**src/hdl/ica_consts.vh**
```
`ifndef ICA_CONSTS_VH
`define ICA_CONSTS_VH

// ****************************************************************
// Register map and field layout
// ****************************************************************
`define ICA_APB_AW        12
`define ICA_OFS_CTRL      12'h000
`define ICA_OFS_STATUS    12'h004
`define ICA_OFS_IDENT     12'h008
`define ICA_CODE_LSB      0
`define ICA_CODE_MSB      3
`define ICA_LOCK_LSB      4
`define ICA_LOCK_MSB      6
`define ICA_LOCK_RD       0
`define ICA_LOCK_WR       1
`define ICA_LOCK_ALL      2
`define ICA_ST_BUSY       0
`define ICA_ST_FULL       1
`define ICA_ST_EMPTY      2
`define ICA_ST_CNT_LSB    8
`define ICA_ST_CNT_MSB    12
`define ICA_ST_PTR_LSB    16
`define ICA_ST_PTR_MSB    26

// ****************************************************************
// Control byte fields
// ****************************************************************
`define ICA_CC_MSB        7
`define ICA_CC_LSB        4
`define ICA_BLK_MSB       3
`define ICA_BLK_LSB       1
`define ICA_RW_BIT        0

// ****************************************************************
// Reset values and limits
// ****************************************************************
`define ICA_CODE_RST      4'h1
`define ICA_LOCK_RST      3'h1
`define ICA_PROT_LAST     11'h0bf
`define ICA_BITS_PER_BYTE 4'h8
`define ICA_IDLE_BYTE     8'hff
`define ICA_ZERO32        32'h0000_0000

`endif

```
**src/hdl/ica_top.v**
```verilog
// Function
// - First byte: control code, block bits, direction
// - Direction bit one reads, zero writes
// - Acknowledge a matching control byte
// - Pointer is block bits above word address
// - Byte write: acknowledge all three bytes
// - Commit data byte at its acknowledge
// - Repeated start keeps the loaded pointer
// - Read control: acknowledge, shift out byte
// - Read, write and write-all lock options
// - Lock set at reset; identity unchanged
`include "ica_consts.vh"
`default_nettype none

module ica_top #(
  parameter ADDR_W     = 11,
  parameter FIFO_DEPTH = 16,
  parameter FIFO_AW    = 4,
  // Arbitrary identification value.
  parameter [31:0] IDENT_CODE = 32'h5a3c_0001
) (
  input  wire                   clk_in,
  input  wire                   rst_in,
  input  wire                   ce_in,
  input  wire                   psel_in,
  input  wire                   penable_in,
  input  wire                   pwrite_in,
  input  wire [`ICA_APB_AW-1:0] paddr_in,
  input  wire [31:0]            pwdata_in,
  output wire [31:0]            prdata_out,
  output wire                   pready_out,
  output wire                   pslverr_out,
  input  wire                   scl_in,
  input  wire                   sda_in,
  output wire                   sda_out,
  output wire                   sda_oe_out,
  output wire [ADDR_W-1:0]      mem_rd_addr_out,
  input  wire [7:0]             mem_rd_data_in,
  output wire                   mem_wr_valid_out,
  output wire [ADDR_W-1:0]      mem_wr_addr_out,
  output wire [7:0]             mem_wr_data_out,
  input  wire                   mem_wr_ready_in
);

  // ****************************************************************
  // Serial states
  // ****************************************************************
  localparam [7:0] S_IDLE = 8'h01;
  localparam [7:0] S_CTRL = 8'h02;
  localparam [7:0] S_WADR = 8'h04;
  localparam [7:0] S_WDAT = 8'h08;
  localparam [7:0] S_ACK  = 8'h10;
  localparam [7:0] S_TX   = 8'h20;
  localparam [7:0] S_MACK = 8'h40;
  localparam [7:0] S_IGN  = 8'h80;

  localparam FW = ADDR_W + 8;

  reg              scl_s1_q;
  reg              scl_s2_q;
  reg              scl_s3_q;
  reg              sda_s1_q;
  reg              sda_s2_q;
  reg              sda_s3_q;
  reg [7:0]        st_q;
  reg [7:0]        next_q;
  reg [3:0]        cnt_q;
  reg [7:0]        sh_q;
  reg              oe_q;
  reg [2:0]        blk_q;
  reg [ADDR_W-1:0] ptr_q;
  reg              mack_q;
  reg              push_q;
  reg [FW-1:0]     push_data_q;
  reg [3:0]        code_q;
  reg [2:0]        lock_q;
  reg [31:0]       prdata_q;

  wire             scl_rise;
  wire             scl_fall;
  wire             start_det;
  wire             stop_det;
  wire             byte_done;
  wire             rd_blocked;
  wire             wr_blocked;
  wire [7:0]       load_byte;
  wire             fifo_in_ready;
  wire [FW-1:0]    fifo_out_data;
  wire [FIFO_AW:0] fifo_count;
  wire             fifo_empty;
  wire             apb_setup;
  wire             apb_write;
  wire             addr_hit;
  wire [31:0]      status_word;

  // ****************************************************************
  // Helpers
  // ****************************************************************
  function prot_hit;
    input [ADDR_W-1:0] a;
    begin
      prot_hit = (a <= `ICA_PROT_LAST);
    end
  endfunction

  function mapped;
    input [`ICA_APB_AW-1:0] a;
    begin
      mapped = (a == `ICA_OFS_CTRL) | (a == `ICA_OFS_STATUS) |
               (a == `ICA_OFS_IDENT);
    end
  endfunction

  // ****************************************************************
  // Bus conditions
  // ****************************************************************
  // Only the second and third stages feed edge detection, so a
  // metastable first stage never reaches the decode.
  assign scl_rise  = scl_s2_q & ~scl_s3_q;
  assign scl_fall  = ~scl_s2_q & scl_s3_q;
  assign start_det = scl_s2_q & scl_s3_q & sda_s3_q & ~sda_s2_q;
  assign stop_det  = scl_s2_q & scl_s3_q & ~sda_s3_q & sda_s2_q;
  assign byte_done = scl_fall & (cnt_q == `ICA_BITS_PER_BYTE);

  // Locked reads return a released line rather than a refusal.
  assign rd_blocked = lock_q[`ICA_LOCK_RD] & prot_hit(ptr_q);
  assign wr_blocked = lock_q[`ICA_LOCK_ALL] |
                      (lock_q[`ICA_LOCK_WR] & prot_hit(ptr_q));
  assign load_byte  = rd_blocked ? `ICA_IDLE_BYTE : mem_rd_data_in;

  // The pin only ever pulls low; the line level is resolved outside.
  assign sda_out         = 1'b0;
  assign sda_oe_out      = oe_q;
  assign mem_rd_addr_out = ptr_q;

  // ****************************************************************
  // Serial engine
  // ****************************************************************
  always @(posedge clk_in)
  begin
    if (rst_in)
    begin
      scl_s1_q    <= 1'b1;
      scl_s2_q    <= 1'b1;
      scl_s3_q    <= 1'b1;
      sda_s1_q    <= 1'b1;
      sda_s2_q    <= 1'b1;
      sda_s3_q    <= 1'b1;
      st_q        <= S_IDLE;
      next_q      <= S_IDLE;
      cnt_q       <= 4'h0;
      sh_q        <= 8'h00;
      oe_q        <= 1'b0;
      blk_q       <= 3'h0;
      ptr_q       <= {ADDR_W{1'b0}};
      mack_q      <= 1'b0;
      push_q      <= 1'b0;
      push_data_q <= {FW{1'b0}};
    end
    else if (ce_in)
    begin
      scl_s1_q <= scl_in;
      scl_s2_q <= scl_s1_q;
      scl_s3_q <= scl_s2_q;
      sda_s1_q <= sda_in;
      sda_s2_q <= sda_s1_q;
      sda_s3_q <= sda_s2_q;
      push_q   <= 1'b0;
      if (start_det)
      begin
        // A repeated start drops any write in progress but leaves
        // the pointer where the word address put it.
        st_q  <= S_CTRL;
        cnt_q <= 4'h0;
        oe_q  <= 1'b0;
      end
      else if (stop_det)
      begin
        st_q <= S_IDLE;
        oe_q <= 1'b0;
      end
      else
      begin
        case (st_q)
          S_CTRL, S_WADR, S_WDAT:
          begin
            if (scl_rise)
            begin
              sh_q  <= {sh_q[6:0], sda_s2_q};
              cnt_q <= cnt_q + 4'h1;
            end
            else if (byte_done)
            begin
              cnt_q <= 4'h0;
              if (st_q == S_CTRL)
              begin
                if (sh_q[`ICA_CC_MSB:`ICA_CC_LSB] != code_q)
                  st_q <= S_IGN;
                else
                begin
                  blk_q  <= sh_q[`ICA_BLK_MSB:`ICA_BLK_LSB];
                  oe_q   <= 1'b1;
                  st_q   <= S_ACK;
                  // Without a word address a read starts at the
                  // present pointer.
                  next_q <= sh_q[`ICA_RW_BIT] ? S_TX : S_WADR;
                end
              end
              else if (st_q == S_WADR)
              begin
                ptr_q  <= {blk_q, sh_q};
                oe_q   <= 1'b1;
                st_q   <= S_ACK;
                next_q <= S_WDAT;
              end
              else if (wr_blocked | ~fifo_in_ready)
                st_q <= S_IGN;
              else
              begin
                push_q      <= 1'b1;
                push_data_q <= {ptr_q, sh_q};
                ptr_q       <= ptr_q + 1'b1;
                oe_q        <= 1'b1;
                st_q        <= S_ACK;
                next_q      <= S_WDAT;
              end
            end
          end
          S_ACK:
          begin
            if (scl_fall)
            begin
              cnt_q <= 4'h0;
              st_q  <= next_q;
              if (next_q == S_TX)
              begin
                sh_q  <= load_byte;
                oe_q  <= ~load_byte[7];
                ptr_q <= ptr_q + 1'b1;
              end
              else
                oe_q <= 1'b0;
            end
          end
          S_TX:
          begin
            if (scl_rise)
              cnt_q <= cnt_q + 4'h1;
            else if (byte_done)
            begin
              oe_q  <= 1'b0;
              cnt_q <= 4'h0;
              st_q  <= S_MACK;
            end
            else if (scl_fall)
            begin
              sh_q <= {sh_q[6:0], 1'b0};
              oe_q <= ~sh_q[6];
            end
          end
          S_MACK:
          begin
            if (scl_rise)
              mack_q <= ~sda_s2_q;
            else if (scl_fall)
            begin
              if (mack_q)
              begin
                sh_q  <= load_byte;
                oe_q  <= ~load_byte[7];
                ptr_q <= ptr_q + 1'b1;
                st_q  <= S_TX;
              end
              else
                st_q <= S_IGN;
            end
          end
          S_IDLE, S_IGN:
            oe_q <= 1'b0;
          default:
          begin
            st_q <= S_IDLE;
            oe_q <= 1'b0;
          end
        endcase
      end
    end
  end

  // ****************************************************************
  // Write buffer toward the configuration memory
  // ****************************************************************
  // A full buffer refuses the data byte with no acknowledge, so the
  // master learns of back-pressure instead of losing data.
  ica_fifo #(
    .WIDTH (FW),
    .DEPTH (FIFO_DEPTH),
    .AW    (FIFO_AW)
  ) u_fifo (
    .clk_in        (clk_in),
    .rst_in        (rst_in),
    .ce_in         (ce_in),
    .in_valid_in   (push_q),
    .in_data_in    (push_data_q),
    .in_ready_out  (fifo_in_ready),
    .out_valid_out (mem_wr_valid_out),
    .out_data_out  (fifo_out_data),
    .out_ready_in  (mem_wr_ready_in),
    .count_out     (fifo_count)
  );

  assign mem_wr_addr_out = fifo_out_data[FW-1:8];
  assign mem_wr_data_out = fifo_out_data[7:0];
  assign fifo_empty      = ~mem_wr_valid_out;

  // ****************************************************************
  // APB register slave
  // ****************************************************************
  assign apb_setup   = psel_in & ~penable_in;
  assign apb_write   = psel_in & penable_in & pwrite_in;
  assign addr_hit    = mapped(paddr_in);
  assign pready_out  = 1'b1;
  assign pslverr_out = psel_in & penable_in & ~addr_hit;
  assign prdata_out  = prdata_q;

  assign status_word = {5'h00,
                        ptr_q,
                        3'h0,
                        fifo_count,
                        5'h00,
                        fifo_empty,
                        ~fifo_in_ready,
                        ~st_q[0]};

  always @(posedge clk_in)
  begin
    if (rst_in)
    begin
      code_q   <= `ICA_CODE_RST;
      // Parts come up locked against serial reads of the range.
      lock_q   <= `ICA_LOCK_RST;
      prdata_q <= `ICA_ZERO32;
    end
    else if (ce_in)
    begin
      if (apb_write & (paddr_in == `ICA_OFS_CTRL))
      begin
        code_q <= pwdata_in[`ICA_CODE_MSB:`ICA_CODE_LSB];
        // Lock bits only accumulate; clearing needs a reset, so
        // software cannot reopen a protected range.
        lock_q <= lock_q |
                  pwdata_in[`ICA_LOCK_MSB:`ICA_LOCK_LSB];
      end
      if (apb_setup)
      begin
        if (paddr_in == `ICA_OFS_CTRL)
          prdata_q <= {25'h0000000, lock_q, code_q};
        else if (paddr_in == `ICA_OFS_STATUS)
          prdata_q <= status_word;
        else if (paddr_in == `ICA_OFS_IDENT)
          prdata_q <= IDENT_CODE;
        else
          prdata_q <= `ICA_ZERO32;
      end
    end
  end

endmodule

`default_nettype wire

```
**src/hdl/ica_fifo.v**
```verilog
`default_nettype none

// ****************************************************************
// Write buffer between the serial side and the memory port
// ****************************************************************
module ica_fifo #(
  parameter WIDTH = 19,
  parameter DEPTH = 16,
  parameter AW    = 4
) (
  input  wire             clk_in,
  input  wire             rst_in,
  input  wire             ce_in,
  input  wire             in_valid_in,
  input  wire [WIDTH-1:0] in_data_in,
  output wire             in_ready_out,
  output wire             out_valid_out,
  output wire [WIDTH-1:0] out_data_out,
  input  wire             out_ready_in,
  output wire [AW:0]      count_out
);

  reg [WIDTH-1:0] mem_q [0:DEPTH-1];
  reg [WIDTH-1:0] out_data_q;
  reg [AW-1:0]    wptr_q;
  reg [AW-1:0]    rptr_q;
  reg [AW:0]      cnt_q;
  wire            push;
  wire            pop;

  localparam [AW:0] FULL_CNT = DEPTH[AW:0];
  localparam [AW:0] ONE_CNT  = {{AW{1'b0}}, 1'b1};

  assign in_ready_out  = (cnt_q != FULL_CNT);
  assign out_valid_out = (cnt_q != {(AW+1){1'b0}});
  assign out_data_out  = out_data_q;
  assign count_out     = cnt_q;
  assign push          = in_valid_in & in_ready_out;
  assign pop           = out_valid_out & out_ready_in;

  always @(posedge clk_in)
  begin
    if (rst_in)
    begin
      wptr_q <= {AW{1'b0}};
      rptr_q <= {AW{1'b0}};
      cnt_q  <= {(AW+1){1'b0}};
      out_data_q <= {WIDTH{1'b0}};
    end
    else if (ce_in)
    begin
      if (push)
      begin
        mem_q[wptr_q] <= in_data_in;
        wptr_q        <= wptr_q + 1'b1;
      end
      if (pop)
        rptr_q <= rptr_q + 1'b1;
      // The head word sits in its own register so the memory port sees
      // flop outputs; a word entering an empty buffer, or replacing the
      // only word, bypasses the array.
      if (push & (~out_valid_out | (pop & (cnt_q == ONE_CNT))))
        out_data_q <= in_data_in;
      else if (pop)
        out_data_q <= mem_q[rptr_q + 1'b1];
      if (push & ~pop)
        cnt_q <= cnt_q + 1'b1;
      else if (pop & ~push)
        cnt_q <= cnt_q - 1'b1;
    end
  end

endmodule

`default_nettype wire

```
**config.mk**
```make
export PLATFORM = sky130hd
export DESIGN_NAME = ica_top
export DESIGN_NICKNAME = d
export VERILOG_FILES = /design/src/hdl/ica_top.v /design/src/hdl/ica_fifo.v
export VERILOG_INCLUDE_DIRS = /design/src /design/src/hdl
export SDC_FILE = /design/constraint.sdc
export NUM_CORES = 1
export LEC_CHECK = 0
export BUFFER_PORTS_ARGS = -buffer_cell sky130_fd_sc_hd__buf_4
export CORE_ASPECT_RATIO = 0.5
export CORE_MARGIN = 4
export CORE_UTILIZATION = 54
export DETAILED_ROUTE_END_ITERATION = 10
export GPL_TIMING_DRIVEN = 1
export PLACE_DENSITY = 0.73
export SLEW_MARGIN = 20
export SYNTH_ARGS = -nofsm -noshare
export SYNTH_HDL_FRONTEND = slang
export SYNTH_SLANG_ARGS = --single-unit
```
**constraint.sdc**
```tcl
create_clock -name clk_in -period 6.9 [get_ports clk_in]
set_input_delay 1.035 -clock clk_in [delete_from_list [all_inputs] [get_ports clk_in]]
set_output_delay 1.035 -clock clk_in [all_outputs]
set_load 0.02 [all_outputs]
```
==> key figures <==
Clock tree
  • # resized after CTS: 0
  • CTS sink count: ~430
  • CTS tree: yes
  • # Post-CTS Setup Buffers: 0
  • CTS max path bufs: 3
  • CTS buffer count: 38
  • Clock slew at reported path FFs: approximately 0.06 ns
  • CTS HTree Levels: 2
  • Clk Latency, worst-skew pair: 0.55 ns
  • Clk root buf: clkbuf_16
  • # hold bufs at CTS: 0

Worst setup path
  • Crit-path max cell delay: approximately 0.91 ns
  • Startpoint Class: flip-flop
  • Req. time, crit path: about 7.3 ns
  • Crit path DAT: 3.79 ns
  • Cells along the critical path: ha_4, buf_4, mux4_2, mux2_2, a221oi_1, a21oi_1
  • Worst r2r src: u_fifo.rptr_q[0]$_SDFFE_PP0P_
  • Max FO, Critical Path: approximately 70
  • Slowest-stage cell, CP: dfxtp_4
  • CP Capture Type: flip-flop
  • Worst Setup SP: u_fifo.rptr_q[0]$_SDFFE_PP0P_
  • CP Class: flip-flop to flip-flop

Final layout
  • NumNets Final: roughly 1,400
  • N_diodes: 0
  • P&R area growth vs syn: 13.2%
  • Share of cells above drive strength 1: 0.233
  • Fin cells: 1,803
  • Fin util: 0.631

Global route
  • Grt ovf: 0
  • Initial antenna violation count: 0
  • Largest net degree at the start of global routing: 73
  • Tot GR Track Use: 0.246
  • Global-route wire length before repair: 67.8 mm
  • Vias in the first global route: 11,300

Drt
  • Total Wirelength: between 40 and 50 mm
  • DR iter-0 viols: around 1,100
  • Vias: 11,400
  • Drt drc: 0
  • Detailed-route wire length per cell: around 25 µm
  • Remaining antenna violation count: 0
  • DR vias/cell: roughly 6.3
  • 1st-pass router iterations: 5

Timing
  • Fin crit share: 0.492
  • Pins Over Slew Limit: 0
  • Hold Vio Cnt, Final: 0
  • RSZ-0062 raised after global routing: no
  • Worst slew pin tran: around 1.2 ns
  • F_max: approximately 300 MHz
  • Final min period: 3.40 ns
  • Clock Skew: between 0.01 and 0.015 ns
  • Setup Viol. Count Final: 0
  • Relative max-transition margin: 0.196
  • Setup TNS: 0 ns

Pwr
  • Power share of the combinational group: 0.121
  • Tot Pwr: ~5.6 mW
  • Sw Ratio: 0.254
  • P_leak: 7.51 nW
  • Power Density: roughly 270 nW/µm²
  • Clock network power share: 0.369
  • Switching Power: between 1 and 1.5 mW
  • Worst VDD drop: a little under 0.2 mV
  • Cell internal pwr: about 4.2 mW
  • Reg power frac: 0.510

Logic synthesis
  • Most area-consuming cells after synthesis: edfxtp_1, dfxtp_1, mux4_2, mux2_2, nand2_1
  • Yosys reg bits: approximately 430
  • Avg Cell Area, Syn: roughly 14 µm²
  • Ys async rst share: 0
  • Synth Instances: 1,272
  • Synth area leader: edfxtp_1
  • Post-synth top area share: 0.507
  • Seq/Total Area, Yosys: 0.650
  • Post-synth EDFFs: between 300 and 400
  • Post-synthesis cell area: 18,000 µm²
  • Total of warnings raised by yosys: 0
  • Unique masters post-synth: 75
  • Most frequent cells after synthesis: edfxtp_1, dfxtp_1, nand2_1
  • Cell with the most instances after synthesis: edfxtp_1
  • Top FF cell, synth: edfxtp_1

Worst hold path
  • Worst min path class: flip-flop to flip-flop
  • Worst hold start: prdata_out[2]$_SDFFE_PP0P_

Floorplanning
  • Starting Density: 0.558
  • IO Count: around 130
  • Core area: around 32,000 µm²
  • Die Footprint: about 37,000 µm²
  • Die Y: about 140 µm
  • Row count: 46
  • Die width: 266 µm

Placed design
  • PortBufs: 94
  • Placer Congestion: ~0.9
  • Dpl hpwl: 26.3 mm
  • Dpl cells: between 1,500 and 2,000

Job
  • Max Cap Viol: 0

Outcome
  • Status: complete, no violations
==> metal layers <==
metal	part of all wire	wire length, µm	global-route usage	vias to the layer above
met5	0	0	0	-
li1	-	-	-	5032
met4	0.020	897	0.0571	0
met3	0.098	4360	0.0613	79
met2	0.47	21100	0.395	564
met1	0.41	18200	0.345	5720
==> logic make-up after synthesis <==
| group | Yosys count | share of synthesized area |
|---|---|---|
| AND/OR/NAND/NOR | 362 | 0.100 |
| AO/OA/AOI/OAI | 207 | 0.0753 |
| multiplexers | 137 | 0.132 |
| buffers and inverters | 98 | 0.0233 |
| XOR/XNOR | 21 | 0.0102 |
| adder cells (fa/ha/maj) | 12 | 0.00834 |
| other | 2 | 0.000417 |
| flip-flops | 433 | 0.650 |
==> state kept, by name, summed over array words and instances (netlist names), 3 cells and up <==
signal and flops:
u_fifo.mem_q 304, code_q 4, sh_q 8, lock_q 3, blk_q 3, cnt_q 4
u_fifo.count_out 5, prdata_out 24, u_fifo.rptr_q 4, u_fifo.out_data_out 19, mem_rd_addr_out 11, next_q 4
st_q 8, u_fifo.wptr_q 4, push_data_q 19
==> stage by stage <==
step	setup slack (ns)	cell area, µm²	hold WS (ns)
after floorplan	3.65	18000	0.437
after global placement	3.32	19200	0.450
after detailed placement	3.21	19200	0.451
after CTS	3.46	20300	0.460
after global routing	3.32	20400	0.480
final	3.50	20400	0.456
==> final timing paths <==
check        cells after the start  slack, ns                                   to
max                              6       3.50  u_fifo.out_data_out[5]$_SDFFE_PP0P_
min                              2       0.46           prdata_out[2]$_SDFFE_PP0P_
max reg2reg                      6       3.50  u_fifo.out_data_out[5]$_SDFFE_PP0P_
min reg2reg                      2       0.46           prdata_out[2]$_SDFFE_PP0P_
==> placed cells by master, fill, tap and decap left out, types with 9 or more instances in the layout <==
master     instances
o21ai_1           14
buf_4            111
nand2_1          110
mux2i_1           22
a22oi_1           18
and3_1            23
nand3b_1           9
mux2_2            39
dfxtp_1          128
xnor2_1           10
clkbuf_1          11
or3_1             13
inv_1             11
ha_1              11
nand2b_1          13
a221oi_1          20
nor3_1            17
a21oi_1           82
nor2_1            79
mux4_2            76
o22ai_1            9
nand3_1           22
xor2_1            10
edfxtp_1         304
o21ai_0           11
nand4_1           12
clkbuf_16         39
a31oi_1            9
==> power groups by stage <==
stage / sequential (mW) / clock, mW / combinational (mW)
after floorplan: 2.84 / 0 / 0.551
after global placement: 2.92 / 0 / 0.669
after detailed placement: 2.92 / 0 / 0.674
after CTS: 2.86 / 2.10 / 0.676
after global routing: 2.87 / 2.22 / 0.722
final: 2.86 / 2.07 / 0.677
==> final cells by class <==
cell class	count	area (µm²)
Clock inverter	13	114
Multi-Input combinational cell	747	6050
Timing Repair Buffer	112	845
Fill cell	2314	11900
Clock buffer	55	1080
Inverter	11	41.3
Sequential cell	433	11700
Tap cell	432	541
==> critical path, delay by kind of cell, from the launching register on <==
| kind | cells | cell delay [ns] |
|---|---|---|
| multiplexers | 2 | 0.72 |
| adder cells (fa/ha/maj) | 1 | 0.29 |
| buffers and inverters | 1 | 0.82 |
| AO/OA/AOI/OAI | 2 | 0.42 |
| flip-flops | 1 | 0.91 |
Power figures use the tool's default switching activity.
